==> config.mk <==
export PLATFORM = sky130hd
export DESIGN_NAME = ccpu_compare_pwm
export DESIGN_NICKNAME = d
export VERILOG_FILES = /design/src/logic/ccpu_pkg.sv /design/src/logic/ccpu_compare_pwm.sv
export SDC_FILE = /design/constraint.sdc
export NUM_CORES = 1
export LEC_CHECK = 0
export ABC_AREA = 1
export BUFFER_PORTS_ARGS = -buffer_cell sky130_fd_sc_hd__buf_2
export CAP_MARGIN = 20
export CORE_MARGIN = 2
export CORE_UTILIZATION = 50
export CTS_CLUSTER_DIAMETER = 60
export DETAILED_ROUTE_END_ITERATION = 16
export PLACE_DENSITY = 0.85
export SLEW_MARGIN = 25
export SYNTH_ARGS = -nofsm -noshare
export SYNTH_HDL_FRONTEND = slang
export SYNTH_SLANG_ARGS = --single-unit
export TNS_END_PERCENT = 30
==> constraint.sdc <==
create_clock -name pclk -period 4.9 [get_ports pclk]
set_clock_uncertainty 0.2 [all_clocks]
set_input_delay 0 -clock pclk [delete_from_list [all_inputs] [get_ports pclk]]
set_output_delay 0 -clock pclk [all_outputs]
set_load 0.1 [all_outputs]
==> src/logic/ccpu_pkg.sv <==
/*
  constants, register offsets and carrier types of the compare/PWM channel.
  assumes a 32-bit apb slave; each register takes one aligned word.
*/
package ccpu_pkg;
  // register byte offsets
  localparam logic [7:0] CCPU_OFF_CONTROL = 8'h00;
  localparam logic [7:0] CCPU_OFF_VALUE_LOW = 8'h04;
  localparam logic [7:0] CCPU_OFF_VALUE_HIGH = 8'h08;
  localparam logic [7:0] CCPU_OFF_TIMER_SEL = 8'h0C;
  localparam logic [7:0] CCPU_OFF_IRQ_STATUS = 8'h10;
  localparam logic [7:0] CCPU_OFF_IRQ_MASK = 8'h14;
  localparam logic [7:0] CCPU_OFF_PIN_STATE = 8'h18;
  // control field positions
  localparam int CCPU_MODE_LSB = 0;
  localparam int CCPU_DUTY_LSB = 4;
  // reset values
  localparam logic [7:0] CCPU_CONTROL_RST = 8'h00;
  localparam logic [7:0] CCPU_BYTE_RST = 8'h00;
  // mode field encodings
  localparam logic [3:0] CCPU_MODE_OFF = 4'h0;
  localparam logic [3:0] CCPU_MODE_TOGGLE = 4'h2;
  localparam logic [3:0] CCPU_MODE_SET_HI = 4'h8;
  localparam logic [3:0] CCPU_MODE_SET_LO = 4'h9;
  localparam logic [3:0] CCPU_MODE_SWIRQ = 4'hA;
  localparam logic [1:0] CCPU_MODE_PWM_TOP = 2'h3;

  // decoded mode classes
  typedef enum logic [2:0] {
    CCPU_CLS_IDLE = 3'b000,
    CCPU_CLS_TOGGLE = 3'b001,
    CCPU_CLS_HIGH = 3'b010,
    CCPU_CLS_LOW = 3'b011,
    CCPU_CLS_SWIRQ = 3'b100,
    CCPU_CLS_PWM = 3'b101
  } ccpu_class_e;

  // timer inputs seen by the channel
  typedef struct packed {
    logic [15:0] first_timer_count;
    logic [15:0] third_timer_count;
    logic [7:0] pwm_timer_count;
    logic [7:0] pwm_period_value;
    logic [1:0] pwm_phase;
    logic pwm_tick;
  } ccpu_timers_s;

  // whole channel state
  typedef struct packed {
    logic [7:0] control_reg;
    logic [7:0] value_low_reg;
    logic [7:0] value_high_reg;
    logic timer_sel_reg;
    logic match_flag_reg;
    logic irq_enable_reg;
    logic out_latch_reg;
    logic equal_reg;
    logic [1:0] duty_latch_reg;
    logic pwm_wrap_reg;
    logic [31:0] prdata_reg;
  } ccpu_state_s;
endpackage

==> src/logic/ccpu_compare_pwm.sv <==
/*
  one standard compare/PWM channel behind an apb slave.
  assumes timers come from logic on pclk; pin direction is handled outside.
*/
// Summary of operation
// RL1: compare mode checks 16-bit value against first or third timer.
// RL2: on match drive high, low, toggle, or leave pin following port latch.
// RL3: match flag sets in same cycle as pin action.
// RL4: software interrupt mode leaves pin alone; interrupt gated by enable bit.
// RL5: writing zero to control forces channel output latch low.
// RL6: software runs compare timer in timer or synchronized counter mode.
// RL7: software sets pin direction to output; channel never changes it.
// RL8: software clears control before writing new prescale mode.
// RL9: PWM mode produces output with up to ten bits duty resolution.
// RL10: two low duty bits kept in separate 2-bit latch.
// RL11: PWM cycle length comes from period register alone; high time within it comes from duty.
// RL12: mode field decodes off, toggle, set high, set low, interrupt, PWM.
// RL13: at period end timer clears, pin sets unless duty zero, duty reloads.
// RL14: pin clears when buffered duty equals timer count with two phase bits.
// RL15: match event fires once when equality first appears, not while held.
`timescale 1ns/1ps
module ccpu_compare_pwm
  import ccpu_pkg::*;
(
  input wire logic pclk,
  input wire logic presetn,
  input wire logic psel,
  input wire logic penable,
  input wire logic pwrite,
  input wire logic [7:0] paddr,
  input wire logic [31:0] pwdata,
  input wire logic [3:0] pstrb,
  output logic [31:0] prdata,
  output logic pready,
  output logic pslverr,
  input wire ccpu_timers_s timers,
  input wire logic port_latch,
  output logic pwm_timer_clear,
  output logic channel_output_pin,
  output logic irq
);

  ccpu_state_s st_reg;
  ccpu_state_s st_next;
  ccpu_class_e cls;
  logic wr_en;
  logic rd_en;
  logic addr_ok;
  logic [15:0] cmp_count;
  logic now_equal;
  logic match_evt;
  logic [9:0] duty_new;
  logic [9:0] duty_buf;
  logic [9:0] pwm_count_ext;

  // mode field to behaviour class
  // RL12: mode decode table
  function automatic ccpu_class_e decode_mode(input logic [3:0] m);
    ccpu_class_e c;
    c = CCPU_CLS_IDLE;
    if (m[3:2] == CCPU_MODE_PWM_TOP) begin
      c = CCPU_CLS_PWM;
    end else begin
      case (m)
        CCPU_MODE_TOGGLE: c = CCPU_CLS_TOGGLE;
        CCPU_MODE_SET_HI: c = CCPU_CLS_HIGH;
        CCPU_MODE_SET_LO: c = CCPU_CLS_LOW;
        CCPU_MODE_SWIRQ: c = CCPU_CLS_SWIRQ;
        default: c = CCPU_CLS_IDLE;
      endcase
    end
    return c;
  endfunction

  // byte lane merge for a write
  function automatic logic [7:0] merge_byte(input logic [7:0] old, input logic [31:0] d, input logic s);
    return s ? d[7:0] : old;
  endfunction

  // apb decode; zero wait states
  assign wr_en = psel && penable && pwrite;
  assign rd_en = psel && !penable && !pwrite;
  always_comb begin
    case (paddr)
      CCPU_OFF_CONTROL, CCPU_OFF_VALUE_LOW, CCPU_OFF_VALUE_HIGH, CCPU_OFF_TIMER_SEL,
      CCPU_OFF_IRQ_STATUS, CCPU_OFF_IRQ_MASK, CCPU_OFF_PIN_STATE: addr_ok = 1'b1;
      default: addr_ok = 1'b0;
    endcase
  end
  assign pready = 1'b1;
  assign pslverr = psel && penable && !addr_ok;

  // compare source and edge of equality
  assign cls = decode_mode(st_reg.control_reg[CCPU_MODE_LSB +: 4]);
  // RL1: timer select and compare
  assign cmp_count = st_reg.timer_sel_reg ? timers.third_timer_count : timers.first_timer_count;
  assign now_equal = (cmp_count == {st_reg.value_high_reg, st_reg.value_low_reg});
  // RL15: first cycle of equality only
  assign match_evt = now_equal && !st_reg.equal_reg &&
                     (cls inside {CCPU_CLS_TOGGLE, CCPU_CLS_HIGH, CCPU_CLS_LOW, CCPU_CLS_SWIRQ});

  // pwm duty values
  assign duty_new = {st_reg.value_low_reg, st_reg.control_reg[CCPU_DUTY_LSB +: 2]};
  // RL10: separate two-bit latch
  assign duty_buf = {st_reg.value_high_reg, st_reg.duty_latch_reg};
  // RL14: count extended by phase bits
  assign pwm_count_ext = {timers.pwm_timer_count, timers.pwm_phase};
  // RL11: period end from period register
  assign pwm_timer_clear = (cls == CCPU_CLS_PWM) && timers.pwm_tick &&
                           (timers.pwm_timer_count == timers.pwm_period_value);

  // next state
  always_comb begin
    st_next = st_reg;
    st_next.equal_reg = now_equal;
    // read data stands until the next read setup, so the access edge sees it
    st_next.prdata_reg = st_reg.prdata_reg;
    // compare actions
    if (match_evt) begin
      // RL3: flag with pin action
      st_next.match_flag_reg = 1'b1;
      // RL2: pin action per mode
      case (cls)
        CCPU_CLS_TOGGLE: st_next.out_latch_reg = !st_reg.out_latch_reg;
        CCPU_CLS_HIGH: st_next.out_latch_reg = 1'b1;
        CCPU_CLS_LOW: st_next.out_latch_reg = 1'b0;
        // RL4: pin untouched
        default: st_next.out_latch_reg = st_reg.out_latch_reg;
      endcase
    end
    // pwm period and duty
    // RL9: pwm output mode
    if (cls == CCPU_CLS_PWM) begin
      st_next.pwm_wrap_reg = pwm_timer_clear;
      if (st_reg.pwm_wrap_reg) begin
        // RL13: reload duty, set pin
        st_next.value_high_reg = st_reg.value_low_reg;
        st_next.duty_latch_reg = st_reg.control_reg[CCPU_DUTY_LSB +: 2];
        st_next.out_latch_reg = (duty_new != 10'h000);
      end else if (duty_buf == pwm_count_ext) begin
        // RL14: clear at duty match
        st_next.out_latch_reg = 1'b0;
      end
    end else begin
      st_next.pwm_wrap_reg = 1'b0;
    end
    // register writes
    if (wr_en && addr_ok) begin
      case (paddr)
        CCPU_OFF_CONTROL: begin
          if (pstrb[0]) begin
            st_next.control_reg = {2'b00, pwdata[5:0]};
            // RL5: zero write clears latch
            if (pwdata[5:0] == 6'h00) begin
              st_next.out_latch_reg = 1'b0;
            end else if (pwdata[3:0] == CCPU_MODE_SET_HI) begin
              st_next.out_latch_reg = 1'b0;
            end else if (pwdata[3:0] == CCPU_MODE_SET_LO) begin
              st_next.out_latch_reg = 1'b1;
            end
          end
        end
        CCPU_OFF_VALUE_LOW: st_next.value_low_reg = merge_byte(st_reg.value_low_reg, pwdata, pstrb[0]);
        CCPU_OFF_VALUE_HIGH: begin
          if (cls != CCPU_CLS_PWM) begin
            st_next.value_high_reg = merge_byte(st_reg.value_high_reg, pwdata, pstrb[0]);
          end
        end
        CCPU_OFF_TIMER_SEL: begin
          if (pstrb[0]) begin
            st_next.timer_sel_reg = pwdata[0];
          end
        end
        CCPU_OFF_IRQ_STATUS: begin
          // write one clears; a same-cycle match wins
          if (pstrb[0] && pwdata[0] && !match_evt) begin
            st_next.match_flag_reg = 1'b0;
          end
        end
        CCPU_OFF_IRQ_MASK: begin
          if (pstrb[0]) begin
            st_next.irq_enable_reg = pwdata[0];
          end
        end
        default: st_next.prdata_reg = st_reg.prdata_reg;
      endcase
    end
    // read data captured in setup phase
    if (rd_en) begin
      case (paddr)
        CCPU_OFF_CONTROL: st_next.prdata_reg = {24'h00_0000, st_reg.control_reg};
        CCPU_OFF_VALUE_LOW: st_next.prdata_reg = {24'h00_0000, st_reg.value_low_reg};
        CCPU_OFF_VALUE_HIGH: st_next.prdata_reg = {24'h00_0000, st_reg.value_high_reg};
        CCPU_OFF_TIMER_SEL: st_next.prdata_reg = {31'h0000_0000, st_reg.timer_sel_reg};
        CCPU_OFF_IRQ_STATUS: st_next.prdata_reg = {31'h0000_0000, st_reg.match_flag_reg};
        CCPU_OFF_IRQ_MASK: st_next.prdata_reg = {31'h0000_0000, st_reg.irq_enable_reg};
        CCPU_OFF_PIN_STATE: st_next.prdata_reg = {31'h0000_0000, st_reg.out_latch_reg};
        default: st_next.prdata_reg = 32'h0000_0000;
      endcase
    end
  end

  // state register
  always_ff @(posedge pclk or negedge presetn) begin
    if (!presetn) begin
      st_reg <= '0;
    end else begin
      st_reg <= st_next;
    end
  end

  // outputs
  assign prdata = st_reg.prdata_reg;
  // RL4: software interrupt mode follows port latch
  assign channel_output_pin = (cls == CCPU_CLS_SWIRQ || cls == CCPU_CLS_IDLE && st_reg.control_reg == 8'h00)
                              ? (cls == CCPU_CLS_SWIRQ ? port_latch : st_reg.out_latch_reg)
                              : st_reg.out_latch_reg;
  // RL4: interrupt gated by enable
  assign irq = st_reg.match_flag_reg && st_reg.irq_enable_reg;

endmodule

Word level (Yosys, flattened, before mapping)
Index checks and enable logic that the tools add are counted.
{"block": "classes", "eq_ne": 23, "mux": 31, "reduce_logical": 33}
{"cell": "$pmux W8 S7", "count": 1}
{"cell": "$mux W8", "count": 5}
{"cell": "$eq A8 B5 Y1 const B", "count": 3}
{"cell": "$eq A4 B4 Y1 const B", "count": 5}
{"cell": "$mux W1", "count": 20}
{"cell": "$eq A16 B16 Y1", "count": 1}
{"cell": "$eq A8 B4 Y1 const B", "count": 2}
{"cell": "$logic_not A8 Y1", "count": 2}
{"cell": "$mux W16", "count": 1}
{"cell": "$logic_and A1 B1 Y1", "count": 14}
{"cell": "$mux W12", "count": 1}
{"cell": "$pmux W3 S4", "count": 1}
{"cell": "$reduce_and A3 Y1", "count": 4}
{"cell": "$eq A10 B10 Y1", "count": 1}
{"cell": "$reduce_bool A10 Y1", "count": 1}
{"cell": "$eq A8 B3 Y1 const B", "count": 1}
{"cell": "$eq A8 B8 Y1", "count": 1}
{"cell": "$reduce_or A7 Y1", "count": 1}
{"cell": "$eq A3 B2 Y1 const B", "count": 2}
{"cell": "$eq A3 B3 Y1 const B", "count": 2}
{"cell": "$logic_not A1 Y1", "count": 6}
{"cell": "$logic_not A6 Y1", "count": 1}
{"cell": "$eq A4 B2 Y1 const B", "count": 1}
{"cell": "$ne A4 B4 Y1 const B", "count": 1}
{"cell": "9 further kinds", "count": 9}
{"block": "totals", "register_bits": 62, "elab_cells": 98}

Longest topological paths before layout
Gate-level depths: netlist of the first run.
{"block": "logic_depth", "ltp_word": 16, "depth_mapped": 14, "mapped_depth_nobuf": 14}

Worst setup path after synthesis of the first run
No wires, ideal clock.
{"block": "synth_timing", "path_type": "register to output", "start": "register st_reg[58] (netlist name)", "end": "output port pwm_timer_clear", "arrival_ns": 2.740, "t_required_ns": 4.700, "setup_slack_ns": 1.960, "path_stages_with_launch": 5, "path_cell_list": "dfrtp_1 > nand2_1 > inv_1 > nand3_1 > nor3_1"}
{"block": "synth_via", "elab_chain_cells": 6}
{"element": "start: declaration", "line_no": "ccpu_compare_pwm.sv:43", "rtl": "ccpu_state_s st_reg;"}
{"element": "start signal: assignment", "line_no": "ccpu_compare_pwm.sv:208", "rtl": "st_reg <= st_next;"}
{"element": "$eq A4 B4 Y1 or $eq A4 B2 Y1 (tied branches)", "line_no": "ccpu_compare_pwm.sv:64", "rtl": "case (m)"}
{"element": "$pmux W3 S4", "line_no": "ccpu_compare_pwm.sv:64"}
{"element": "$mux W3 *", "line_no": "ccpu_compare_pwm.sv:61", "rtl": "if (m[3:2] == CCPU_MODE_PWM_TOP) begin"}
{"element": "$eq A3 B3 Y1 *", "line_no": "ccpu_compare_pwm.sv:109", "rtl": "assign pwm_timer_clear = (cls == CCPU_CLS_PWM) && timers.pwm_tick &&"}
{"element": "$logic_and A1 B1 Y1 * (2 in series)", "line_no": "ccpu_compare_pwm.sv:109"}
{"element": "end: declaration", "line_no": "ccpu_compare_pwm.sv:38", "rtl": "output logic pwm_timer_clear,"}
Every way passes the cells marked *; elsewhere a longest branch is shown, timed or not.

==> results of run 1 <==
## final cells by class
cell class / count / share of cell area, %
multi-input combinational: 343 / 44.8
clock inverter: 1 / 0.826
sequential: 38 / 26.1
clock buffer: 6 / 2.27
tap: 75 / 2.58
timing repair buffer: 104 / 16.9
inverter: 63 / 6.50
## cell usage after synthesis, types with 3 or more instances
cell type	n	share of area, %
sky130_fd_sc_hd__inv_1	61	7.6
sky130_fd_sc_hd__nand3_1	32	5.3
sky130_fd_sc_hd__nor3_1	4	0.66
sky130_fd_sc_hd__o21ai_1	5	0.83
sky130_fd_sc_hd__dfrtp_1	38	31
sky130_fd_sc_hd__or2_2	4	0.83
sky130_fd_sc_hd__xnor2_1	5	1.4
sky130_fd_sc_hd__clkbuf_1	3	0.37
sky130_fd_sc_hd__a21oi_1	18	3.0
sky130_fd_sc_hd__a32oi_1	7	2.0
sky130_fd_sc_hd__buf_4	35	8.7
sky130_fd_sc_hd__nor4_1	3	0.62
sky130_fd_sc_hd__o21ai_0	31	5.1
sky130_fd_sc_hd__nor2_1	30	3.7
sky130_fd_sc_hd__a221oi_1	3	0.87
sky130_fd_sc_hd__o22ai_1	10	2.1
sky130_fd_sc_hd__nand2_2	3	0.62
sky130_fd_sc_hd__xor2_1	3	0.87
sky130_fd_sc_hd__nand4_1	4	0.83
sky130_fd_sc_hd__nand2_1	143	18
## metal layers
metal	part of all wire, %	vias up
met5	0	-
met4	2.6	0
met3	7.4	28
met2	46	157
met1	44	1483
li1	-	1624
## cells in the final DEF (no fill, tap or decap), types with 5 or more instances in the layout
master                          netlist  routed
sky130_fd_sc_hd__dfrtp_1             38      38
sky130_fd_sc_hd__nand2_1            143     143
sky130_fd_sc_hd__inv_1               61      61
sky130_fd_sc_hd__a32oi_1              7       7
sky130_fd_sc_hd__buf_2                0      85
sky130_fd_sc_hd__conb_1               2      25
sky130_fd_sc_hd__a21oi_1             18      18
sky130_fd_sc_hd__o22ai_1             10      10
sky130_fd_sc_hd__nor2_1              30      30
sky130_fd_sc_hd__clkbuf_8             0       6
sky130_fd_sc_hd__o21ai_0             31      31
sky130_fd_sc_hd__xnor2_1              5       5
sky130_fd_sc_hd__nand3_1             32      32
sky130_fd_sc_hd__o21ai_1              5       5
sky130_fd_sc_hd__dlygate4sd3_1        0      19
## through the flow
step	hold slack [ps]	setup slack, ps	cells
6_report	21.5	2310	630
2_1_floorplan	-496	1960	484
4_1_cts	16.5	2340	630
5_1_grt	60.4	2080	630
3_3_place_gp	-48.4	2400	604
3_5_place_dp	-44.1	2350	604
## critical path, stage by stage, from the launching register on
cell	delay [ps]
sky130_fd_sc_hd__dfrtp_1	820
sky130_fd_sc_hd__inv_2	280
sky130_fd_sc_hd__nand2_1	150
sky130_fd_sc_hd__nand2_1	60
sky130_fd_sc_hd__nand2_1	50
sky130_fd_sc_hd__nand2_1	60
sky130_fd_sc_hd__inv_1	50
sky130_fd_sc_hd__nand2_1	40
sky130_fd_sc_hd__nor2_1	80
sky130_fd_sc_hd__nand2_1	80
sky130_fd_sc_hd__nor2_2	230
sky130_fd_sc_hd__nand3_1	110
sky130_fd_sc_hd__nand2_1	80
sky130_fd_sc_hd__nand3_1	60
sky130_fd_sc_hd__a21oi_1	150
## kinds of logic (layout without fill, tap and decap cells)
logic type             Yosys count  after routing  share of synthesized area, %
AND/OR/NAND/NOR                231            231                          33.2
other                            2             25                         0.248
AO/OA/AOI/OAI                   79             79                          15.2
buffers and inverters          103            174                          17.6
flip-flops                      38             38                          31.4
XOR/XNOR                         8              8                          2.32
## power breakdown
part | internal (W) | switching [W] | total [W]
clock | 0.000163 | 0.000111 | 0.000274
combinational | 0.0000804 | 0.000208 | 0.000288
sequential | 0.000332 | 0.0000182 | 0.000350
## worst paths after layout
| check | from | end | slack, ps | cells past startpoint |
|---|---|---|---|---|
| worst max-delay path | st_reg[39] | st_reg[36] | 2310 | 14 |
| worst min-delay path | timers[47] | st_reg[35] | 20 | 8 |
| worst max register to register | st_reg[39] | st_reg[36] | 2310 | 14 |
| worst min register to register | prdata[7] | prdata[7] | 280 | 2 |
| max in group asynchronous | presetn | duty_buf[1] | 3800 | 2 |
| min in group asynchronous | presetn | prdata[4] | 150 | 2 |
==> impl_table.tex, run 1 <==
\begin{tabular}{lr}
\hline
Metric & Value \\
\hline
\multicolumn{2}{l}{\textbf{Worst setup path}} \\
\quad Max FO, Critical Path & 22 \\
\quad Type of element capturing the critical path & register \\
\quad Data required time of the critical path & 4910 ps \\
\quad Crit path DAT & 2590 ps \\
\quad Crit Path Class & reg2reg \\
\quad Critical path startpoint category & register \\
\multicolumn{2}{l}{\textbf{Logic synthesis}} \\
\quad Post-synthesis instance total & around 460 \\
\quad Number of different library cells in the post-synthesis netlist & 33 \\
\quad Number of flip-flops and latches in the synthesized netlist & 38 \\
\quad Average size of a mapped cell & 6.56 um\^{}2 \\
\quad Cell area after technology mapping & 0.00303 mm\^{}2 \\
\quad Most used flip-flop cell after synthesis & sky130\_fd\_sc\_hd\_\_dfrtp\_1 \\
\quad Number of flops mapped to enable cells by yosys & 0 \\
\quad Warnings, synthesis & 0 \\
\quad Share of synthesized area occupied by flip-flops and latches & a little under a third \\
\quad Async set-reset flop share out of synthesis & 100\% \\
\multicolumn{2}{l}{\textbf{Die}} \\
\quad Standard-cell row count & 28 \\
\quad I/O pin count & 138 \\
\quad Die boundary height & 81.8 um \\
\quad Effective utilization at floorplan & 51.4\% \\
\quad Die area & 0.00669 mm\^{}2 \\
\quad Core region area & 0.00589 mm\^{}2 \\
\quad Die X-Extent & 81.8 um \\
\multicolumn{2}{l}{\textbf{Route}} \\
\quad Total length of routed wires & about 8500 um \\
\quad First-pass detailed-route iteration total & 5 \\
\quad Wire per inst & 13.5 um \\
\quad Via-to-Cell Ratio & 5.23 \\
\quad Residual DRC count & 0 \\
\quad Overall via count from detail\_route & roughly 3.3k \\
\quad Post-route antenna net violation count & 0 \\
\quad Violation count after the first detailed-routing iteration & 250 \\
\multicolumn{2}{l}{\textbf{Clock tree}} \\
\quad Hold buffer count at cts & 19 \\
\quad Quantity of gates resized following cts & 0 \\
\quad Clock sinks & 38 \\
\quad CTS tree & done \\
\quad Total clock buffers created by CTS & 5 \\
\quad Setup Fix Bufs, Post-CTS & 0 \\
\quad Level count of the clock H-tree & 2 \\
\quad Clock latency of the later-clocked register in the worst-skew pair & about 300 ps \\
\quad Maximum number of buffers from clock root to sink & 2 \\
\quad Clock transition at the registers of the reported paths & around 70 ps \\
\quad Clk root buf & sky130\_fd\_sc\_hd\_\_clkbuf\_8 \\
\multicolumn{2}{l}{\textbf{GRT}} \\
\quad Vias in the first global route & a little under 3k \\
\quad Global routing met1 resource utilization & between 30\% and 40\% \\
\quad Global-route usage over all layers & roughly a quarter \\
\quad M2 GR Usage & 44.2\% \\
\quad Initial antenna violation count & 0 \\
\quad GRT Max-Usage Layer & met2 \\
\quad Maximum number of pins on one net before global-route repair & 39 \\
\quad Met3 GRT Util & 3.85\% \\
\quad Global route overflow & 0 \\
\quad Wire length of the first global-routing pass & 13100 um \\
\multicolumn{2}{l}{\textbf{Timing}} \\
\quad Number of pins with negative max-slew slack in the final report & 0 \\
\quad Transition time at the pin with the least slew margin & 862 ps \\
\quad Final period util & 52.8\% \\
\quad Post-route setup TNS & 0 ps \\
\quad Max Clk Rate & between 0.3 and 0.4 GHz \\
\quad Worst max-slew margin expressed relative to the limit & 42.5\% \\
\quad Total setup violations reported at the end of the flow & 0 \\
\quad Endpoints failing hold & 0 \\
\quad Final Critical Period & 2590 ps \\
\quad Unrepaired setup endpoints after global routing & no \\
\multicolumn{2}{l}{\textbf{Power}} \\
\quad Leak & around 2.0 nW \\
\quad Power per cell area & roughly 250 mW/mm\^{}2 \\
\quad Peak supply drop & 0.000214 V \\
\quad Tot Pwr & 0.000912 W \\
\multicolumn{2}{l}{\textbf{Layout}} \\
\quad Post-layout utilization of the core & 61.8\% \\
\quad Area growth, synth to finish & 20.2\% \\
\quad Final design area excluding fillers & 0.00364 mm\^{}2 \\
\quad Area of the multi-input gates & 0.00163 mm\^{}2 \\
\quad Number of filler instances in the final layout & 567 \\
\quad \# diodes & 0 \\
\quad Area used by sequential logic in the layout & 951 um\^{}2 \\
\quad Post-layout nets & 656 \\
\quad Share of cells above drive strength 1 & 19.3\% \\
\multicolumn{2}{l}{\textbf{Status}} \\
\quad Run status & finished clean \\
\multicolumn{2}{l}{\textbf{Worst hold path}} \\
\quad Worst min-delay path class & in2reg \\
\multicolumn{2}{l}{\textbf{Placement}} \\
\quad Placer's final routability congestion estimate & $\sim$0.9 \\
\quad Port Buffers & 85 \\
\quad Placed instance area & 0.00333 mm\^{}2 \\
\quad Placed wire-length estimate after detailed placement & between 6000 and 7000 um \\
\multicolumn{2}{l}{\textbf{Run}} \\
\quad Number of maximum-capacitance violations & 0 \\
\hline
\end{tabular}
(Power assumes the default switching activity.)
==> inputs of run 2 (changes only) <==
Settings changed: ABC_AREA 1 to 0, CORE_UTILIZATION 50 to 46, PLACE_DENSITY 0.85 to 0.81.
Clock period 4.9 ns to 2.56 ns, I/O delays scaled along.
==> run 2 against run 1 <==
Effect of this change:
- sequential power grew 74%
- critical path depth down 7
- synthesized cell count fell by 39%
- routed wire length is 22% lower
- clock power rose by 86%
- first-iteration DRC count fell by 40%
- power grew 62%
- sequential share of layout area is 1.8 points higher
- via count decreased by 28%
- cell area down 6.2%
- register-to-register slack worse by 2100 ps
- critical endpoint is now prdata[0]
- flip-flop and latch count stayed put
==> impl_table.tex, run 2 <==
\begin{tabular}{lr}
\hline
Metric & Value \\
\hline
\multicolumn{2}{l}{\textbf{Worst setup path}} \\
\quad Critical path startpoint category & primary input \\
\quad Max FO, Critical Path & 3 \\
\quad Type of element capturing the critical path & register \\
\quad Crit path DAT & 2460 ps \\
\quad Crit Path Class & in2reg \\
\quad Data required time of the critical path & 2600 ps \\
\multicolumn{2}{l}{\textbf{Layout}} \\
\quad Most common library cell in the layout ignoring fill and taps & sky130\_fd\_sc\_hd\_\_buf\_2 \\
\quad Post-layout nets & 476 \\
\quad \# diodes & 0 \\
\quad Area growth, synth to finish & 25.4\% \\
\quad Commonest cells after routing, fill and taps aside & 85 x sky130\_fd\_sc\_hd\_\_buf\_2, 37 x sky130\_fd\_sc\_hd\_\_dfrtp\_1, 25 x sky130\_fd\_sc\_hd\_\_conb\_1, 23 x sky130\_fd\_sc\_hd\_\_dlygate4sd3\_1, 22 x sky130\_fd\_sc\_hd\_\_mux2i\_1 \\
\quad Post-layout instance count excluding filler cells & 451 \\
\quad Share of cells above drive strength 1 & 32.4\% \\
\quad Number of filler instances in the final layout & 506 \\
\multicolumn{2}{l}{\textbf{Placement}} \\
\quad Placed wire-length estimate after detailed placement & $\sim$5000 um \\
\quad Port Buffers & 85 \\
\quad Placement Setup Slack & about 110 ps \\
\quad Dpl cells & around 420 \\
\quad Placer's final routability congestion estimate & 0.880 \\
\multicolumn{2}{l}{\textbf{Route}} \\
\quad Post-route antenna net violation count & 0 \\
\quad Overall via count from detail\_route & $\sim$2.4k \\
\quad Residual DRC count & 0 \\
\quad Violation count after the first detailed-routing iteration & between 150 and 200 \\
\quad First-pass detailed-route iteration total & 4 \\
\quad Total length of routed wires & 6660 um \\
\quad Via-to-Cell Ratio & 5.24 \\
\quad Wire per inst & roughly 15 um \\
\multicolumn{2}{l}{\textbf{Timing}} \\
\quad Endpoints failing hold & 0 \\
\quad Final period util & 94.7\% \\
\quad Post-route setup TNS & 0 ps \\
\quad Worst max-slew margin expressed relative to the limit & 44.3\% \\
\quad Unrepaired setup endpoints after global routing & no \\
\quad Hold Slack & around 13 ps \\
\quad Number of pins with negative max-slew slack in the final report & 0 \\
\quad Final Critical Period & 2420 ps \\
\quad Total setup violations reported at the end of the flow & 0 \\
\quad Transition time at the pin with the least slew margin & 836 ps \\
\quad Max Clk Rate & 0.412 GHz \\
\quad Final worst slack & about 140 ps \\
\multicolumn{2}{l}{\textbf{Power}} \\
\quad Proportion of power drawn by combinational gates & about a quarter \\
\quad Switching power as a share of total power & 33.0\% \\
\quad Power per cell area & 433 mW/mm\^{}2 \\
\quad Cell-internal power & 0.000989 W \\
\quad Peak supply drop & roughly 0.00026 V \\
\quad Switching pwr & 0.000486 W \\
\quad Leak & 1.68 nW \\
\quad Clock network power share & about 35\% \\
\quad Tot Pwr & 0.00148 W \\
\quad Share of total power in sequential cells & 41.3\% \\
\multicolumn{2}{l}{\textbf{Logic synthesis}} \\
\quad Cell types occupying the most area after synthesis & sky130\_fd\_sc\_hd\_\_dfrtp\_1 35\%, sky130\_fd\_sc\_hd\_\_buf\_4 9.1\%, sky130\_fd\_sc\_hd\_\_mux2i\_1 8.1\%, sky130\_fd\_sc\_hd\_\_mux2\_2 7.0\%, sky130\_fd\_sc\_hd\_\_xnor2\_1 6.1\% \\
\quad Cell area after technology mapping & between 0.002 and 0.003 mm\^{}2 \\
\quad Average size of a mapped cell & 9.75 um\^{}2 \\
\quad Simple-gate portion of the synthesized area & approximately 14\% \\
\quad Yosys top cell area share & 34.9\% \\
\quad Main combinational cell family by area after synthesis & multiplexers \\
\quad Async set-reset flop share out of synthesis & 100\% \\
\quad Complex-gate fraction of the synthesized area & 11.7\% \\
\quad Post-synthesis instance total & 279 \\
\quad Multiplexer fraction of the synthesized cell area & approximately 16\% \\
\quad Number of different library cells in the post-synthesis netlist & 42 \\
\quad Number of flops mapped to enable cells by yosys & 0 \\
\quad Number of flip-flops and latches in the synthesized netlist & 38 \\
\quad Most frequent cells after synthesis & 38 x sky130\_fd\_sc\_hd\_\_dfrtp\_1, 33 x sky130\_fd\_sc\_hd\_\_buf\_4, 22 x sky130\_fd\_sc\_hd\_\_mux2i\_1 \\
\quad Warnings, synthesis & 0 \\
\quad Share of synthesized area occupied by flip-flops and latches & 34.9\% \\
\quad Cell taking the most area after synthesis & sky130\_fd\_sc\_hd\_\_dfrtp\_1 \\
\quad Most used flip-flop cell after synthesis & sky130\_fd\_sc\_hd\_\_dfrtp\_1 \\
\quad Xor and xnor area share after synthesis & 10.9\% \\
\quad Fraction of the mapped netlist area in adder cells & 0\% \\
\quad Leading cell type by number of instances after synthesis & sky130\_fd\_sc\_hd\_\_dfrtp\_1 \\
\multicolumn{2}{l}{\textbf{Die}} \\
\quad Die X-Extent & 80.9 um \\
\quad Standard-cell row count & 28 \\
\quad Core region area & just under 0.006 mm\^{}2 \\
\quad Effective utilization at floorplan & a little under half \\
\quad I/O pin count & around 140 \\
\quad Die boundary height & between 80 and 90 um \\
\quad Die area & approximately 0.0065 mm\^{}2 \\
\multicolumn{2}{l}{\textbf{GRT}} \\
\quad Vias in the first global route & $\sim$2.2k \\
\quad Global route overflow & 0 \\
\quad Initial antenna violation count & 0 \\
\quad Global-route usage over all layers & roughly a fifth \\
\quad Maximum number of pins on one net before global-route repair & 39 \\
\quad Wire length of the first global-routing pass & $\sim$10000 um \\
\multicolumn{2}{l}{\textbf{Clock tree}} \\
\quad Total clock buffers created by CTS & 5 \\
\quad Clk root buf & sky130\_fd\_sc\_hd\_\_clkbuf\_8 \\
\quad Clock transition at the registers of the reported paths & 80 ps \\
\quad Level count of the clock H-tree & 2 \\
\quad CTS tree & done \\
\quad Clock sinks & 38 \\
\quad Maximum number of buffers from clock root to sink & 2 \\
\quad Clock latency of the later-clocked register in the worst-skew pair & 300 ps \\
\multicolumn{2}{l}{\textbf{Run}} \\
\quad Number of maximum-capacitance violations & 0 \\
\multicolumn{2}{l}{\textbf{Worst hold path}} \\
\quad Worst min-delay path class & in2reg \\
\multicolumn{2}{l}{\textbf{Status}} \\
\quad Run status & finished clean \\
\hline
\end{tabular}
run 2: cell count changes after synthesis, sizes merged, moves of 12 or more:
cell | previous run | this run
inv | 63 | 4
mux2 | 0 | 17
mux2i | 0 | 22
nand2 | 147 | 17
nand3 | 33 | 5
nor2 | 33 | 14
o21ai | 36 | 4
xnor2 | 5 | 19
xor2 | 3 | 15
run 2: logic make-up after synthesis:
family | after synthesis
and+or+nand+nor | 70
DFF | 38
other | 2
AOI/OAI and AO/OA | 45
buffers and inverters | 50
muxes | 40
xor gates and xnor gates | 34
run 2: path summary, 6_finish.rpt:
check,endpoint,cells past startpoint,slack [ps],start
min in group asynchronous,prdata[1],2,130,presetn
worst max-delay path,prdata[0],7,140,paddr[7]
worst max register to register,st_reg[36],7,230,st_reg[39]
worst min-delay path,prdata[2],4,10,paddr[3]
worst min register to register,prdata[2],2,270,prdata[2]
max in group asynchronous,st_reg[39],2,1460,presetn
run 2: timing repair:
action / CTS / global route
resized for setup: 0 / 1
hold buffers: 23 / 0
setup endpoints to repair: 0 / 2
hold endpoints to repair: 73 / 0
setup buffers: 0 / 2
run 2: layer usage:
metal	up-vias	routed length [um]	track usage [%]
li1	1129	-	-
met1	1142	2690	26.7
met2	79	3450	33.6
met3	15	383	3.78
met4	0	134	9.49
met5	-	0	0
run 2: critical path: stages:
cell and delay [ps]:
sky130_fd_sc_hd__dlygate4sd3_1 530, sky130_fd_sc_hd__buf_2 150, sky130_fd_sc_hd__nor3_1 290, sky130_fd_sc_hd__nand2_1 130
sky130_fd_sc_hd__dlygate4sd3_1 580, sky130_fd_sc_hd__o31ai_1 220, sky130_fd_sc_hd__dlygate4sd3_1 570
run 2: power by group through the flow:
stage	combinational (W)	clock [W]	sequential, W
2_1_floorplan	0.000275	0	0.000619
3_3_place_gp	0.000330	0	0.000621
3_5_place_dp	0.000335	0	0.000621
4_1_cts	0.000357	0.000516	0.000609
5_1_grt	0.000381	0.000544	0.000610
6_report	0.000358	0.000509	0.000609
run 2: layout make-up:
cell class	instances	area, um^2	share of cell area [%]
tap	75	93.8	2.75
sequential	38	952	27.9
inverter	4	15.0	0.440
multi-input combinational	214	1540	45.3
timing repair buffer	112	698	20.5
clock buffer	5	68.8	2.02
clock inverter	3	40.0	1.17
run 2: metrics by stage:
| stage | area [um^2] | utilization (%) |
|---|---|---|
| final | 3410 | 58.7 |
| after detailed placement | 3060 | 52.6 |
| after floorplan | 2820 | - |
| after CTS | 3400 | 58.4 |
| after global routing | 3410 | 58.7 |
| after global placement | 3060 | 52.6 |
==> inputs of run 3 (changes only) <==
Settings changed: ABC_AREA 0 to 1, CORE_UTILIZATION 46 to 48, PLACE_DENSITY 0.81 to 0.82.
==> run 3 against run 2 <==
Effect of this change:
- combinational power is 53% higher
- cell area is 6.7% higher
- fmax is 1.3% higher
- sequential share of layout area is 1.8 points lower
- worst setup slack better by 31 ps
- cell count is 40% higher
- register-to-register slack worse by 60 ps
- via count is 36% higher
- flip-flop and latch count stayed put
- power is 13% higher
- critical path type is now reg2reg
- largest power group unchanged
==> impl_table.tex, run 3 (synthesis results as in run 1) <==
\begin{tabular}{lr}
\hline
Metric & Value \\
\hline
\multicolumn{2}{l}{\textbf{Status}} \\
\quad Run status & finished clean \\
\multicolumn{2}{l}{\textbf{Worst hold path}} \\
\quad Hold Path Stages & 6 \\
\quad Worst hold path endpoint & st\_reg[39] \\
\quad Worst min-delay path class & in2reg \\
\quad Hold path start & paddr[6] \\
\multicolumn{2}{l}{\textbf{Power}} \\
\quad Peak supply drop & 0.000348 V \\
\quad Power per cell area & 457 mW/mm\^{}2 \\
\quad Leak & 2.04 nW \\
\quad Tot Pwr & 0.00166 W \\
\multicolumn{2}{l}{\textbf{Timing}} \\
\quad Total setup violations reported at the end of the flow & 0 \\
\quad Final period util & 93.5\% \\
\quad Max Clk Rate & 0.418 GHz \\
\quad Final Critical Period & 2390 ps \\
\quad Endpoints failing hold & 0 \\
\quad Transition time at the pin with the least slew margin & 875 ps \\
\quad Number of pins with negative max-slew slack in the final report & 0 \\
\quad Worst max-slew margin expressed relative to the limit & between 40\% and 50\% \\
\quad Post-route setup TNS & 0 ps \\
\quad Unrepaired setup endpoints after global routing & no \\
\quad Final worst slack & 166 ps \\
\multicolumn{2}{l}{\textbf{Die}} \\
\quad I/O pin count & 138 \\
\quad Core region area & $\sim$0.006 mm\^{}2 \\
\quad Die area & 0.00695 mm\^{}2 \\
\quad Standard-cell row count & 28 \\
\quad Die boundary height & 83.4 um \\
\quad Effective utilization at floorplan & 50.5\% \\
\quad Die X-Extent & 83.4 um \\
\multicolumn{2}{l}{\textbf{Worst setup path}} \\
\quad FF-to-FF Start & st\_reg[58] \\
\quad Critical path startpoint category & register \\
\quad Reg2reg path depth & 6 \\
\quad Capturing point of the worst reg2reg path & st\_reg[32] \\
\quad Crit path DAT & 2430 ps \\
\quad Reg-to-reg slack, setup & 170 ps \\
\quad Crit Path Class & reg2reg \\
\quad Type of element capturing the critical path & register \\
\quad Max FO, Critical Path & 4 \\
\quad Data required time of the critical path & 2600 ps \\
\multicolumn{2}{l}{\textbf{Layout}} \\
\quad Share of cells above drive strength 1 & 19.9\% \\
\quad Post-layout nets & 658 \\
\quad Commonest cells after routing, fill and taps aside & 143 x sky130\_fd\_sc\_hd\_\_nand2\_1, 85 x sky130\_fd\_sc\_hd\_\_buf\_2, 61 x sky130\_fd\_sc\_hd\_\_inv\_1, 38 x sky130\_fd\_sc\_hd\_\_dfrtp\_1, 32 x sky130\_fd\_sc\_hd\_\_nand3\_1 \\
\quad Area of the multi-input gates & 0.00163 mm\^{}2 \\
\quad Final design area excluding fillers & roughly 0.0036 mm\^{}2 \\
\quad Area used by sequential logic in the layout & 951 um\^{}2 \\
\quad Post-layout instance count excluding filler cells & 633 \\
\quad Number of filler instances in the final layout & 547 \\
\quad Area growth, synth to finish & 20.3\% \\
\quad Most common library cell in the layout ignoring fill and taps & sky130\_fd\_sc\_hd\_\_nand2\_1 \\
\quad \# diodes & 0 \\
\multicolumn{2}{l}{\textbf{Route}} \\
\quad Post-route antenna net violation count & 0 \\
\quad Met2 wire length & 3960 um \\
\quad Routed length on met1 & $\sim$3700 um \\
\quad Length of routed met3 wiring & 688 um \\
\quad Overall via count from detail\_route & 3226 \\
\quad Violation count after the first detailed-routing iteration & 246 \\
\quad Highest metal layer with signal wires & met4 \\
\quad Residual DRC count & 0 \\
\quad Via-to-Cell Ratio & $\sim$5.1 \\
\quad Wire per inst & between 10 and 15 um \\
\quad First-pass detailed-route iteration total & 5 \\
\quad Total length of routed wires & 8470 um \\
\multicolumn{2}{l}{\textbf{Placement}} \\
\quad Placer's final routability congestion estimate & between 0.9 and 1 \\
\quad Port Buffers & 85 \\
\quad Placed instance area & 0.00335 mm\^{}2 \\
\quad Dpl cells & between 600 and 700 \\
\quad Placed wire-length estimate after detailed placement & 6510 um \\
\quad Placement Setup Slack & 401 ps \\
\multicolumn{2}{l}{\textbf{GRT}} \\
\quad Initial antenna violation count & 0 \\
\quad Global route overflow & 0 \\
\quad Wire length of the first global-routing pass & 13900 um \\
\quad Maximum number of pins on one net before global-route repair & 39 \\
\quad Vias in the first global route & 2976 \\
\quad Global-route usage over all layers & 24.7\% \\
\multicolumn{2}{l}{\textbf{Clock tree}} \\
\quad Hold buffer count at cts & 19 \\
\quad Level count of the clock H-tree & 2 \\
\quad Maximum number of buffers from clock root to sink & 2 \\
\quad Total clock buffers created by CTS & 5 \\
\quad Setup Fix Bufs, Post-CTS & 0 \\
\quad Clock sinks & 38 \\
\quad CTS tree & done \\
\quad Clock transition at the registers of the reported paths & 80 ps \\
\quad Clk root buf & sky130\_fd\_sc\_hd\_\_clkbuf\_8 \\
\quad Quantity of gates resized following cts & 0 \\
\quad Clock latency of the later-clocked register in the worst-skew pair & $\sim$300 ps \\
\multicolumn{2}{l}{\textbf{Run}} \\
\quad Number of maximum-capacitance violations & 0 \\
\hline
\end{tabular}
==> run 3: changes by cell type in the layout (fill, tap and decap cells not counted), moves of 8 or more <==
cell	delta
sky130_fd_sc_hd__a21oi_1	+9
sky130_fd_sc_hd__inv_1	+57
sky130_fd_sc_hd__mux2_2	-17
sky130_fd_sc_hd__mux2i_1	-22
sky130_fd_sc_hd__nand2_1	+126
sky130_fd_sc_hd__nand3_1	+28
sky130_fd_sc_hd__nor2_1	+16
sky130_fd_sc_hd__o21ai_0	+27
sky130_fd_sc_hd__o22ai_1	+10
sky130_fd_sc_hd__o31ai_1	-8
sky130_fd_sc_hd__xnor2_1	-14
sky130_fd_sc_hd__xor2_1	-12
==> run 3: final cells by class <==
type                    count  area share, %
flip-flops and latches     38           26.1
multi-input cells         343           44.9
clock inverters             2          0.344
inverters                  63           6.50
clock buffers               6           2.27
repair buffers            106           17.3
well taps                  75           2.58
==> run 3: where the power goes <==
part	total, W	switching, W	internal (W)	leakage [nW]
Sequential	0.000668	0.0000342	0.000634	0.455
Clock	0.000447	0.000230	0.000217	0.0472
Combinational	0.000548	0.000394	0.000154	1.54
Total	0.00166	0.000658	0.00101	2.04
==> run 3: worst max-delay path by stage <==
| stage | startpoint | endpoint | slack (ps) | cells past startpoint |
|---|---|---|---|---|
| finish | st_reg[58] | st_reg[32] | 170 | 6 |
| global route | st_reg[58] | st_reg[32] | 20 | 6 |
| CTS | st_reg[58] | st_reg[32] | 210 | 6 |
| detailed placement | st_reg[39] | st_reg[36] | 400 | 13 |
| global placement | st_reg[39] | st_reg[36] | 450 | 13 |
| floorplan | st_reg[58] | channel_output_pin | 260 | 3 |
==> run 3: stage by stage <==
step,hold slack [ps],utilization (%)
floorplan,-496,-
global placement,-47.9,56.0
detailed placement,-33.9,56.0
CTS,1.23,60.8
global route,78.3,60.8
finish,15.9,60.8
==> run 3: layer usage <==
metal | global-route usage [%] | vias to the layer above
met5 | 0 | -
met4 | 7.00 | 0
met3 | 3.88 | 14
met2 | 41.0 | 140
met1 | 33.3 | 1445
li1 | - | 1627
==> run 3: worst max-delay path, cell delays in order (launching register included) <==
cell                            delay (ps)
sky130_fd_sc_hd__dfrtp_1               380
sky130_fd_sc_hd__nand2_1               130
sky130_fd_sc_hd__inv_1                 180
sky130_fd_sc_hd__nand3_1               140
sky130_fd_sc_hd__dlygate4sd3_1         580
sky130_fd_sc_hd__nor3_1                150
sky130_fd_sc_hd__dlygate4sd3_1         570
